[config.mk]
export PLATFORM = sky130hd
export DESIGN_NAME = emergency_ramp_auto_mute_ctrl
export DESIGN_NICKNAME = d
export VERILOG_FILES = /design/src/core/ramp_mute_pkg.sv /design/src/core/ramp_pacer.sv /design/src/core/zero_detect.sv /design/src/core/emergency_ramp_auto_mute_ctrl.sv
export SDC_FILE = /design/constraint.sdc
export NUM_CORES = 1
export LEC_CHECK = 0
export BUFFER_PORTS_ARGS = -buffer_cell sky130_fd_sc_hd__buf_2
export CAP_MARGIN = 20
export CORE_ASPECT_RATIO = 0.8
export CORE_UTILIZATION = 46
export DETAILED_ROUTE_END_ITERATION = 12
export GPL_TIMING_DRIVEN = 1
export PLACE_DENSITY = 0.78
export SLEW_MARGIN = 20
export SYNTH_ARGS = -nofsm -noshare
export SYNTH_HDL_FRONTEND = slang
export SYNTH_SLANG_ARGS = --single-unit
[constraint.sdc]
create_clock -name CORE_CLK_I -period 5.3 [get_ports CORE_CLK_I]
set_input_delay 1.06 -clock CORE_CLK_I [delete_from_list [all_inputs] [get_ports CORE_CLK_I]]
set_output_delay 1.06 -clock CORE_CLK_I [all_outputs]
set_load 0.005 [all_outputs]
[src/core/ramp_mute_pkg.sv]
// constants, field layouts and modes shared by the ramp and auto-mute logic
package ramp_mute_pkg;

  // ****************************************************************
  // register byte addresses (index times four where printed)
  // ****************************************************************
  localparam logic [11:0] EMERG_RAMP_IDX = 12'h040;
  localparam logic [11:0] AUTO_MUTE_IDX = 12'h041;
  localparam logic [11:0] EMERG_RAMP_ADDR = EMERG_RAMP_IDX << 2;
  localparam logic [11:0] AUTO_MUTE_ADDR = AUTO_MUTE_IDX << 2;
  localparam logic [11:0] NORM_RAMP_ADDR = 12'h000;
  localparam logic [11:0] VOL_TARGET_ADDR = 12'h004;
  localparam logic [11:0] MUTE_CTRL_ADDR = 12'h008;
  localparam logic [11:0] ZERO_LEN_ADDR = 12'h00C;
  localparam logic [11:0] STATUS_ADDR = 12'h010;

  // ****************************************************************
  // field positions
  // ****************************************************************
  localparam int EMERG_INT_POS = 6;
  localparam int EMERG_STEP_POS = 4;
  localparam int NORM_DN_INT_POS = 6;
  localparam int NORM_DN_STEP_POS = 4;
  localparam int NORM_UP_INT_POS = 2;
  localparam int NORM_UP_STEP_POS = 0;
  localparam int JOINT_MUTE_POS = 2;
  localparam int AM_EN_BIT1_POS = 1;
  localparam int AM_EN_BIT0_POS = 0;
  localparam int SOFT_REQ_POS = 0;
  localparam int ST_AM_L_POS = 8;
  localparam int ST_AM_R_POS = 9;
  localparam int ST_EMERG_POS = 10;
  localparam int ST_MUTED_POS = 11;

  // ****************************************************************
  // reset values
  // ****************************************************************
  localparam logic [7:0] EMERG_RAMP_RST = 8'h10;
  localparam logic [7:0] AUTO_MUTE_RST = 8'h07;
  localparam logic [7:0] NORM_RAMP_RST = 8'h33;
  localparam logic [7:0] VOL_TARGET_RST = 8'h30;
  localparam logic [15:0] ZERO_LEN_RST = 16'h0100;

  // ****************************************************************
  // volume codes in half-dB units, interval and step encodings
  // ****************************************************************
  localparam logic [7:0] VOL_MUTE = 8'hFF;
  localparam logic [1:0] INT_1FS = 2'h0;
  localparam logic [1:0] INT_2FS = 2'h1;
  localparam logic [1:0] INT_4FS = 2'h2;
  localparam logic [1:0] INT_INSTANT = 2'h3;
  localparam logic [2:0] FS_CNT_1 = 3'h1;
  localparam logic [2:0] FS_CNT_2 = 3'h2;
  localparam logic [2:0] FS_CNT_4 = 3'h4;
  localparam logic [8:0] STEP_4DB = 9'h008;
  localparam logic [8:0] STEP_2DB = 9'h004;
  localparam logic [8:0] STEP_1DB = 9'h002;
  localparam logic [8:0] STEP_05DB = 9'h001;

  // ramp direction modes, one-hot
  typedef enum logic [2:0] {
    MODE_UP = 3'b001,
    MODE_DOWN = 3'b010,
    MODE_EMERG = 3'b100
  } ramp_mode_t;

endpackage : ramp_mute_pkg

[src/core/ramp_pacer.sv]
// sample-period pacer that paces volume updates for the selected interval
`timescale 1ns/1ps
`default_nettype none
module ramp_pacer
  import ramp_mute_pkg::*;
(
  // clock and reset
  input wire logic clk_i,
  input wire logic rst_i,
  // sample tick and interval
  input wire logic fs_tick_i,
  input wire logic [1:0] interval_i,
  input wire logic restart_i,
  // update strobe
  output logic step_o
);

  typedef struct packed {
    logic [2:0] cnt;
  } pacer_state_t;

  pacer_state_t s_r;
  pacer_state_t s_nxt;
  logic [2:0] span;

  // span in sample periods; instant mode is handled by the caller
  always_comb begin
    s_nxt = s_r;
    case (interval_i)
      INT_1FS: span = FS_CNT_1;
      INT_2FS: span = FS_CNT_2;
      INT_4FS: span = FS_CNT_4;
      default: span = FS_CNT_1;
    endcase
    step_o = 1'b0;
    if (restart_i) begin
      s_nxt.cnt = 3'h0;
    end else if (fs_tick_i) begin
      if (s_r.cnt + 3'h1 >= span) begin
        step_o = 1'b1;
        s_nxt.cnt = 3'h0;
      end else begin
        s_nxt.cnt = s_r.cnt + 3'h1;
      end
    end
  end

  // state register
  always_ff @(posedge clk_i or posedge rst_i) begin
    if (rst_i) begin
      s_r <= '0;
    end else begin
      s_r <= s_nxt;
    end
  end

endmodule : ramp_pacer
`default_nettype wire

[src/core/zero_detect.sv]
// run-length detector of zero-valued samples on one channel
`timescale 1ns/1ps
`default_nettype none
module zero_detect #(
  parameter int SW = 24
) (
  // clock and reset
  input wire logic clk_i,
  input wire logic rst_i,
  // sample stream
  input wire logic fs_tick_i,
  input wire logic [SW-1:0] sample_i,
  input wire logic [15:0] len_i,
  // detection flag
  output logic zero_o
);

  typedef struct packed {
    logic [15:0] cnt;
    logic zero;
  } zd_state_t;

  zd_state_t s_r;
  zd_state_t s_nxt;

  // a length of zero disables detection rather than muting at once
  always_comb begin
    s_nxt = s_r;
    if (fs_tick_i) begin
      if (sample_i == '0) begin
        if (s_r.cnt != 16'hFFFF) begin
          s_nxt.cnt = s_r.cnt + 16'h0001;
        end
      end else begin
        s_nxt.cnt = 16'h0000;
      end
    end
    s_nxt.zero = (len_i != 16'h0000) && (s_nxt.cnt >= len_i);
  end

  // state register
  always_ff @(posedge clk_i or posedge rst_i) begin
    if (rst_i) begin
      s_r <= '0;
    end else begin
      s_r <= s_nxt;
    end
  end

  assign zero_o = s_r.zero;

endmodule : zero_detect
`default_nettype wire

[src/core/emergency_ramp_auto_mute_ctrl.sv]
// volume ramp control with emergency ramp-down and zero-sample auto mute
`timescale 1ns/1ps
`default_nettype none
module emergency_ramp_auto_mute_ctrl
  import ramp_mute_pkg::*;
#(
  parameter int SW = 24
) (
  // clock and reset
  input wire logic CORE_CLK_I,
  input wire logic RST_I,
  // apb slave
  input wire logic PSEL_I,
  input wire logic PENABLE_I,
  input wire logic PWRITE_I,
  input wire logic [11:0] PADDR_I,
  input wire logic [31:0] PWDATA_I,
  output logic [31:0] PRDATA_O,
  output logic PREADY_O,
  output logic PSLVERR_O,
  // fault and mute requests
  input wire logic CLK_ERR_I,
  input wire logic PWR_FAIL_I,
  input wire logic SOFT_MUTE_PIN_N_I,
  // audio samples
  input wire logic FS_TICK_I,
  input wire logic [SW-1:0] SAMPLE_L_I,
  input wire logic [SW-1:0] SAMPLE_R_I,
  // volume and mute outputs
  output logic [7:0] VOL_CODE_O,
  output logic AUTO_MUTE_L_O,
  output logic AUTO_MUTE_R_O,
  output logic EMERG_ACTIVE_O
);

  // ****************************************************************
  // state
  // ****************************************************************
  typedef struct packed {
    logic [7:0] emerg_cfg;
    logic [7:0] amute_cfg;
    logic [7:0] norm_cfg;
    logic [7:0] vol_tgt;
    logic soft_req;
    logic [15:0] zero_len;
    logic [7:0] vol;
    ramp_mode_t mode;
    logic am_l;
    logic am_r;
    logic pready;
    logic pslverr;
    logic [31:0] prdata;
  } core_state_t;

  core_state_t s_r;
  core_state_t s_nxt;

  // the apb reply sits in the same record as the settings, so one
  // register stage covers the answer, the configuration and the volume
  // trade-off: a wider flop bank, but no second clocked process to keep in step

  // ****************************************************************
  // helpers
  // ****************************************************************

  // attenuation added per update, in half-dB codes
  // 4 dB is eight codes and 0.5 dB one code, so a table beats a shifter
  // the same table serves up ramps, read as a decrement when the volume is above the target
  function automatic logic [8:0] step_size(input logic [1:0] code);
    logic [8:0] inc;
    inc = STEP_05DB;
    case (code)
      2'h0: inc = STEP_4DB;
      2'h1: inc = STEP_2DB;
      2'h2: inc = STEP_1DB;
      default: inc = STEP_05DB;
    endcase
    return inc;
  endfunction : step_size

  // ****************************************************************
  // zero detection per channel, index 0 left, 1 right
  // ****************************************************************
  logic [SW-1:0] samp [2];
  logic [1:0] zero_v;

  // both channels share one length register; each detector saturates
  // its run count, so a very long silence cannot wrap round and unmute
  // limitation: a length of zero switches detection off altogether

  assign samp[0] = SAMPLE_L_I;
  assign samp[1] = SAMPLE_R_I;

  generate
    for (genvar g = 0; g < 2; g++) begin : g_zd
      zero_detect #(
        .SW(SW)
      ) u_zd (
        .clk_i(CORE_CLK_I),
        .rst_i(RST_I),
        .fs_tick_i(FS_TICK_I),
        .sample_i(samp[g]),
        .len_i(s_r.zero_len),
        .zero_o(zero_v[g])
      );
    end
  endgenerate

  // ****************************************************************
  // ramp pacing
  // ****************************************************************
  ramp_mode_t mode_now;
  logic [1:0] sel_int;
  logic [1:0] sel_step;
  logic pace_restart;
  logic pace_step;

  // emergency outranks soft mute, which outranks the return to target
  // a fault must not wait behind a soft request, so it wins outright
  // the pin and the register bit ask for the very same normal ramp
  always_comb begin
    if (CLK_ERR_I || PWR_FAIL_I) begin
      mode_now = MODE_EMERG;
    end else if (!SOFT_MUTE_PIN_N_I || s_r.soft_req) begin
      mode_now = MODE_DOWN;
    end else begin
      mode_now = MODE_UP;
    end
  end

  // setting pair chosen by the active direction
  // emergency reads its own register, soft and up ramps the normal one
  // an unknown mode falls back to one update per sample, smallest step
  always_comb begin
    case (mode_now)
      MODE_EMERG: begin
        sel_int = s_r.emerg_cfg[EMERG_INT_POS +: 2];
        sel_step = s_r.emerg_cfg[EMERG_STEP_POS +: 2];
      end
      MODE_DOWN: begin
        sel_int = s_r.norm_cfg[NORM_DN_INT_POS +: 2];
        sel_step = s_r.norm_cfg[NORM_DN_STEP_POS +: 2];
      end
      MODE_UP: begin
        sel_int = s_r.norm_cfg[NORM_UP_INT_POS +: 2];
        sel_step = s_r.norm_cfg[NORM_UP_STEP_POS +: 2];
      end
      default: begin
        sel_int = INT_1FS;
        sel_step = 2'h3;
      end
    endcase
  end

  // a change of direction starts a fresh interval
  // so a partial interval of the old direction never shortens the
  // first update of the new one
  assign pace_restart = (mode_now != s_r.mode);

  // one pacer serves all directions; its interval input follows the
  // selected register field
  ramp_pacer u_pacer (
    .clk_i(CORE_CLK_I),
    .rst_i(RST_I),
    .fs_tick_i(FS_TICK_I),
    .interval_i(sel_int),
    .restart_i(pace_restart),
    .step_o(pace_step)
  );

  // ****************************************************************
  // apb decode
  // ****************************************************************
  logic setup_ph;
  logic wr_take;
  logic addr_ok;
  logic [31:0] rd_val;

  assign setup_ph = PSEL_I && !PENABLE_I;
  // pready is registered, so a write lands in the single access cycle
  assign wr_take = PSEL_I && PENABLE_I && s_r.pready && PWRITE_I && !s_r.pslverr;

  // no wait states: every transfer gets exactly one access cycle
  // decode uses the setup-phase address, which the master holds into access
  // read mux, reserved storage bits read back as written
  always_comb begin
    addr_ok = 1'b1;
    rd_val = 32'h0000_0000;
    case (PADDR_I)
      EMERG_RAMP_ADDR: rd_val[7:0] = s_r.emerg_cfg;
      AUTO_MUTE_ADDR: rd_val[7:0] = s_r.amute_cfg;
      NORM_RAMP_ADDR: rd_val[7:0] = s_r.norm_cfg;
      VOL_TARGET_ADDR: rd_val[7:0] = s_r.vol_tgt;
      MUTE_CTRL_ADDR: rd_val[SOFT_REQ_POS] = s_r.soft_req;
      ZERO_LEN_ADDR: rd_val[15:0] = s_r.zero_len;
      STATUS_ADDR: begin
        rd_val[7:0] = s_r.vol;
        rd_val[ST_AM_L_POS] = s_r.am_l;
        rd_val[ST_AM_R_POS] = s_r.am_r;
        rd_val[ST_EMERG_POS] = (s_r.mode == MODE_EMERG);
        rd_val[ST_MUTED_POS] = (s_r.vol == VOL_MUTE);
      end
      default: addr_ok = 1'b0;
    endcase
  end

  // ****************************************************************
  // auto mute
  // ****************************************************************
  logic en_l;
  logic en_r;
  logic cond_l;
  logic cond_r;
  logic joint;

  // bit 1 enables the right channel and bit 0 the left one
  // joint mode wants both channels qualified in the same cycle, so a
  // disabled channel keeps its partner playing as well

  assign en_r = s_r.amute_cfg[AM_EN_BIT1_POS];
  assign en_l = s_r.amute_cfg[AM_EN_BIT0_POS];
  assign joint = s_r.amute_cfg[JOINT_MUTE_POS];
  assign cond_l = en_l && zero_v[0];
  assign cond_r = en_r && zero_v[1];

  // ****************************************************************
  // next state
  // ****************************************************************
  logic [8:0] inc;
  logic [8:0] sum;

  always_comb begin
    s_nxt = s_r;
    inc = step_size(sel_step);
    sum = 9'h000;
    s_nxt.mode = mode_now;

    // apb answer one cycle after setup, then released
    // read data is latched from the setup cycle and held until the next
    // setup, so it still stands in the access cycle
    s_nxt.pready = setup_ph;
    s_nxt.pslverr = setup_ph && !addr_ok;
    if (setup_ph) begin
      s_nxt.prdata = PWRITE_I ? 32'h0000_0000 : rd_val;
    end

    // register writes
    // only in the access cycle and only for mapped addresses
    // status is read-only, so writes to it fall through silently
    if (wr_take) begin
      case (PADDR_I)
        EMERG_RAMP_ADDR: s_nxt.emerg_cfg = PWDATA_I[7:0];
        AUTO_MUTE_ADDR: s_nxt.amute_cfg = PWDATA_I[7:0];
        NORM_RAMP_ADDR: s_nxt.norm_cfg = PWDATA_I[7:0];
        VOL_TARGET_ADDR: s_nxt.vol_tgt = PWDATA_I[7:0];
        MUTE_CTRL_ADDR: s_nxt.soft_req = PWDATA_I[SOFT_REQ_POS];
        ZERO_LEN_ADDR: s_nxt.zero_len = PWDATA_I[15:0];
        default: s_nxt.soft_req = s_r.soft_req;
      endcase
    end

    // auto-mute decision
    // flags follow the detectors every cycle; a cleared enable releases them
    // on the next edge, a nonzero sample two edges after its tick
    if (joint) begin
      s_nxt.am_l = cond_l && cond_r;
      s_nxt.am_r = cond_l && cond_r;
    end else begin
      s_nxt.am_l = cond_l;
      s_nxt.am_r = cond_r;
    end

    // volume ramp; codes grow toward mute
    // down ramps add the step and saturate on the mute code; up ramps
    // approach the target from either side and clamp on it
    case (mode_now)
      MODE_EMERG, MODE_DOWN: begin
        if (sel_int == INT_INSTANT) begin
          s_nxt.vol = VOL_MUTE;
        end else if (pace_step && !pace_restart) begin
          sum = {1'b0, s_r.vol} + inc;
          // saturate so the mute code holds once reached
          s_nxt.vol = sum[8] ? VOL_MUTE : sum[7:0];
        end
      end
      MODE_UP: begin
        if (sel_int == INT_INSTANT) begin
          s_nxt.vol = s_r.vol_tgt;
        end else if (pace_step && !pace_restart) begin
          if (s_r.vol > s_r.vol_tgt) begin
            sum = {1'b0, s_r.vol} - inc;
            s_nxt.vol = (sum[8] || sum[7:0] < s_r.vol_tgt) ? s_r.vol_tgt : sum[7:0];
          end else if (s_r.vol < s_r.vol_tgt) begin
            sum = {1'b0, s_r.vol} + inc;
            s_nxt.vol = (sum[8] || sum[7:0] > s_r.vol_tgt) ? s_r.vol_tgt : sum[7:0];
          end
        end
      end
      default: s_nxt.vol = VOL_MUTE;
    endcase
  end

  // ****************************************************************
  // state register
  // ****************************************************************

  // starts muted so power-up ramps in from silence
  // reset branch holds constants only, field by field
  // hazard: a field added to the record must also be listed here
  always_ff @(posedge CORE_CLK_I or posedge RST_I) begin
    if (RST_I) begin
      s_r.emerg_cfg <= EMERG_RAMP_RST;
      s_r.amute_cfg <= AUTO_MUTE_RST;
      s_r.norm_cfg <= NORM_RAMP_RST;
      s_r.vol_tgt <= VOL_TARGET_RST;
      s_r.soft_req <= 1'b0;
      s_r.zero_len <= ZERO_LEN_RST;
      s_r.vol <= VOL_MUTE;
      s_r.mode <= MODE_UP;
      s_r.am_l <= 1'b0;
      s_r.am_r <= 1'b0;
      s_r.pready <= 1'b0;
      s_r.pslverr <= 1'b0;
      s_r.prdata <= 32'h0000_0000;
    end else begin
      s_r <= s_nxt;
    end
  end

  // ****************************************************************
  // outputs, all straight from flops
  // ****************************************************************
  // no gate between a flop and a pin, so outputs never glitch
  // the emergency flag is the one-hot mode bit itself
  assign PRDATA_O = s_r.prdata;
  assign PREADY_O = s_r.pready;
  assign PSLVERR_O = s_r.pslverr;
  assign VOL_CODE_O = s_r.vol;
  assign AUTO_MUTE_L_O = s_r.am_l;
  assign AUTO_MUTE_R_O = s_r.am_r;
  assign EMERG_ACTIVE_O = s_r.mode[2];

endmodule : emergency_ramp_auto_mute_ctrl
`default_nettype wire

==> impl_metrics.csv <==
group,metric,value,unit
outcome,status,"complete, no violations",
synth,synth-seq-cells,117,
min_path,min_delay_path_depth,1,
power,power.total,3240,uW
die,floorplan.core_area,17400,sq um
global_route,grt_pass1_wl,33200,microns
placed_design,placed_cell_area,8830,sq um
synth,synthesis.area,8200,sq um
final_layout,finalInstanceArea,9410,sq um
sta,clock.fmax,202,MHz
synth,ys_types,72,
worst_setup_path,worst-endpoint-arrival,5250,ps
routing,drc,0,
sta,timing.final.max_slew_violations,0,
die,initial_core_util,47.2,%
synth,post_synth_most_frequent_cells,"97 x sky130_fd_sc_hd__dfrtp_1, 73 x sky130_fd_sc_hd__ha_1, 65 x sky130_fd_sc_hd__nand2_1",
synth,dominant_cells_by_area_after_synthesis,"sky130_fd_sc_hd__dfrtp_1 30%, sky130_fd_sc_hd__ha_1 11%, sky130_fd_sc_hd__mux2_2 6.9%",
global_route,grt_start_max_net_pins,84,
worst_setup_path,criticalPathCategory,"primary input to flip-flop",
min_path,worst_hold_path_type,"flip-flop to flip-flop",
worst_setup_path,cp-end-kind,"flip-flop",
synth,synthCells,868,
clock_tree,clock_latency,430,ps
global_route,gr-total-overflow,0,
placed_design,io_buffers,113,
worst_setup_path,r2r.worst_path.cells,19,
die,chipHeight,121,microns
sta,timing.final.crit_period,4950,ps
sta,max_slew_headroom,38.3,%
routing,detail_route_antenna_nets,0,
die,dieWidth,151,microns
synth,ys_warn_count,0,
die,std_cell_rows,43,
sta,post-route-period-util,93.3,%
job,max-cap-violations,0,
synth,synth_sequential_area_ratio,36.0,%
global_route,antenna_found_initial,0,
power,power_per_cell_area,344,nW/um^2
placed_design,gp_congestion,0.910,
worst_setup_path,reg2reg_setup_slack,580,ps
synth,post-synth-top-area-cell,"sky130_fd_sc_hd__dfrtp_1",
synth,synth-edff-count,0,
synth,postSynth.topFlopCell,"sky130_fd_sc_hd__dfrtp_1",
placed_design,numPlacedInstances,1171,
worst_setup_path,worstPathMaxFanout,7,
final_layout,syn2layout_area_growth,14.8,%
clock_tree,htree_num_levels,4,
synth,most_used_standard_cell_by_instance_count_after_synthesis,"sky130_fd_sc_hd__dfrtp_1",
worst_setup_path,path_cells,"buf_2 -> nand2b_1 -> mux2i_1 -> o21a_1 -> nand2_1 -> ha_1 -> buf_4 -> nand2b_1 -> a21oi_1 -> o211ai_1 -> xor2_1 -> inv_1 -> ha_1 -> nand4_1 -> o21a_1 -> or3_1 -> mux2i_1 -> buf_4 -> a21oi_1 -> o41ai_1",
routing,routed_wirelength,21400,microns
min_path,worst_hold_startpoint,"PRDATA_O[11]$_DFFE_PP0P_",
clock_tree,post_cts.repair.setup_buffers,0,
synth,syn_avg_cell_area,9.45,sq um
synth,synth_largest_type_area_fraction,29.6,%
sta,report.final.hold_viol_count,0,
sta,rsz0062_at_grt,"false",
sta,setup_violations,0,
synth,postSynth.asyncResetShare,100,%
clock_tree,tritoncts_clock_tree,"done",
worst_setup_path,timing.rr.start,"s_r[63]$_DFFE_PP0P_",
clock_tree,clock_sink_count,117,
final_layout,inserted_diodes,0,
worst_setup_path,worst_path_cell_with_the_longest_stage_delay,"sky130_fd_sc_hd__a21oi_1",
global_route,globalRouteTotalUtil,23.7,%
sta,finClkSkew,17.1,ps
worst_setup_path,timing.critical_path.from_type,"primary input",
clock_tree,cts_buffer_depth,2,
die,io_pins,146,
routing,routed_wire_length_per_instance,17.8,microns
power,ir_drop,0.239,mV
final_layout,final_cells,1203,
min_path,hold_end,"PRDATA_O[11]$_DFFE_PP0P_",
die,design.die.area,18400,sq um
sta,worst-slew-pin-transition,918,ps
clock_tree,cts.root.buffer_cell,"sky130_fd_sc_hd__clkbuf_16",
clock_tree,postCtsResizedCells,0,
final_layout,nets,1141,
clock_tree,clk_pin_slew_worst_paths,70,ps
routing,total_number_of_vias,7014,
routing,vias_per_cell,5.83,
routing,first_drt_iteration_drcs,636,
placed_design,post-dp-hpwl,15800,microns
worst_setup_path,timing.rr.end,"VOL_CODE_O[1]$_DFFE_PP1P_",
power,leakagePower,0.00444,uW
routing,first_pass_iters,5,
final_layout,final_layout_size_suffix_gt1_share,26.1,%
clock_tree,cts_hold_repair.buffers,0,
worst_setup_path,required_worst_endpoint,5600,ps
global_route,via_count_of_the_first_global_routing_pass,6405,
worst_setup_path,crit_path_max_incr_delay,430,ps
clock_tree,tritoncts.num_buffers,17,
[state kept, by name, summed over array words and instances, names as in the netlist]
signal	cells
s_r	48
g_zd.u_zd.s_r	32
PRDATA_O	16
VOL_CODE_O	8
u_pacer.s_r	3
g_zd.u_zd.zero_o	2
AUTO_MUTE_L_O	1
AUTO_MUTE_R_O	1
EMERG_ACTIVE_O	1
PREADY_O	1
PSLVERR_O	1
en_l	1
en_r	1
joint	1
[metrics by stage]
| step | setup WS (ps) | hold WS (ps) | TNS [ps] | util, % |
|---|---|---|---|---|
| global placement | 51.9 | 459 | 0 | 50.8 |
| detailed placement | -4.14 | 461 | -4.14 | 50.8 |
| global route | 18.3 | 484 | 0 | 54.2 |
| finish | 355 | 471 | 0 | 54.2 |
| floorplan | 270 | 450 | 0 | - |
| CTS | 393 | 474 | 0 | 54.1 |
[layout by cell type (no fill, tap or decap), types with 6 or more instances in the layout]
cell type | Yosys | final
sky130_fd_sc_hd__a211oi_1 | 7 | 7
sky130_fd_sc_hd__a21o_1 | 21 | 21
sky130_fd_sc_hd__a21oi_1 | 40 | 40
sky130_fd_sc_hd__a221oi_1 | 8 | 8
sky130_fd_sc_hd__a22oi_1 | 18 | 18
sky130_fd_sc_hd__a31oi_1 | 12 | 12
sky130_fd_sc_hd__and2_1 | 6 | 6
sky130_fd_sc_hd__buf_2 | 4 | 113
sky130_fd_sc_hd__buf_4 | 41 | 15
sky130_fd_sc_hd__clkbuf_16 | 0 | 17
sky130_fd_sc_hd__conb_1 | 1 | 16
sky130_fd_sc_hd__dfrtp_1 | 97 | 97
sky130_fd_sc_hd__dfstp_2 | 20 | 20
sky130_fd_sc_hd__ha_1 | 73 | 73
sky130_fd_sc_hd__inv_1 | 50 | 49
sky130_fd_sc_hd__inv_6 | 0 | 12
sky130_fd_sc_hd__mux2_2 | 50 | 50
sky130_fd_sc_hd__mux2i_1 | 10 | 10
sky130_fd_sc_hd__nand2_1 | 65 | 65
sky130_fd_sc_hd__nand2b_1 | 12 | 12
sky130_fd_sc_hd__nand3_1 | 19 | 19
sky130_fd_sc_hd__nand4_1 | 19 | 19
sky130_fd_sc_hd__nor2_1 | 57 | 57
sky130_fd_sc_hd__nor2b_1 | 8 | 8
sky130_fd_sc_hd__nor3_1 | 20 | 20
sky130_fd_sc_hd__nor4_1 | 21 | 20
sky130_fd_sc_hd__o21a_1 | 8 | 8
sky130_fd_sc_hd__o21ai_0 | 36 | 36
sky130_fd_sc_hd__o41ai_1 | 6 | 6
sky130_fd_sc_hd__or2_2 | 6 | 6
sky130_fd_sc_hd__or3_1 | 7 | 7
sky130_fd_sc_hd__xnor2_1 | 10 | 10
sky130_fd_sc_hd__xor2_1 | 18 | 18
[area by class of cell]
class                   count  area (sq um)
fillers                  1534          7970
multi-input cells         649          4720
flip-flops and latches    117          2950
repair buffers            128           678
clock buffers              17           425
well taps                 225           282
inverters                  52           200
clock inverters            15           153
[report_power, final]
| group | internal (uW) | total (uW) | switching [uW] |
|---|---|---|---|
| combinational | 477 | 1070 | 595 |
| clock | 663 | 1140 | 476 |
| sequential | 942 | 1030 | 88.2 |
[worst max-delay path, delay by kind of cell]
family,cells,cell delay [ps]
AO/OA/AOI/OAI,6,1420
AND/OR/NAND/NOR,5,940
adder cells (fa/ha/maj),2,590
buffers and inverters,4,520
multiplexers,2,490
XOR/XNOR,1,220
[kinds of logic (layout without fill, tap and decap cells)]
group / Yosys count / after routing / share of synthesized area (%)
other: 1 / 16 / 0.0457
adders and majority gates: 75 / 75 / 11.6
and+or+nand+nor: 274 / 274 / 17.8
muxes: 60 / 60 / 8.09
xor gates and xnor gates: 28 / 28 / 2.99
AOI/OAI and AO/OA: 196 / 196 / 16.2
DFF: 117 / 117 / 36.0
buffers and inverters: 117 / 212 / 7.29
[worst max-delay path by stage]
stage	startpoint	to	slack (ps)	cells past startpoint
detailed placement	SOFT_MUTE_PIN_N_I	VOL_CODE_O[1]$_DFFE_PP1P_	-4	20
finish	SOFT_MUTE_PIN_N_I	VOL_CODE_O[1]$_DFFE_PP1P_	350	20
floorplan	PWR_FAIL_I	VOL_CODE_O[5]$_DFFE_PP1P_	270	19
CTS	SOFT_MUTE_PIN_N_I	VOL_CODE_O[1]$_DFFE_PP1P_	390	20
global route	SOFT_MUTE_PIN_N_I	VOL_CODE_O[1]$_DFFE_PP1P_	20	21
global placement	SOFT_MUTE_PIN_N_I	VOL_CODE_O[1]$_DFFE_PP1P_	50	20
[metal layers]
layer  global-route usage, %  vias up  share of wire, %
met4                    7.44        0               1.5
li1                        -     3332                 -
met1                    33.6     3336                46
met5                       0        -                 0
met2                    36.0      314                45
met3                    4.92       32               7.5
(Power assumes the default switching activity.)
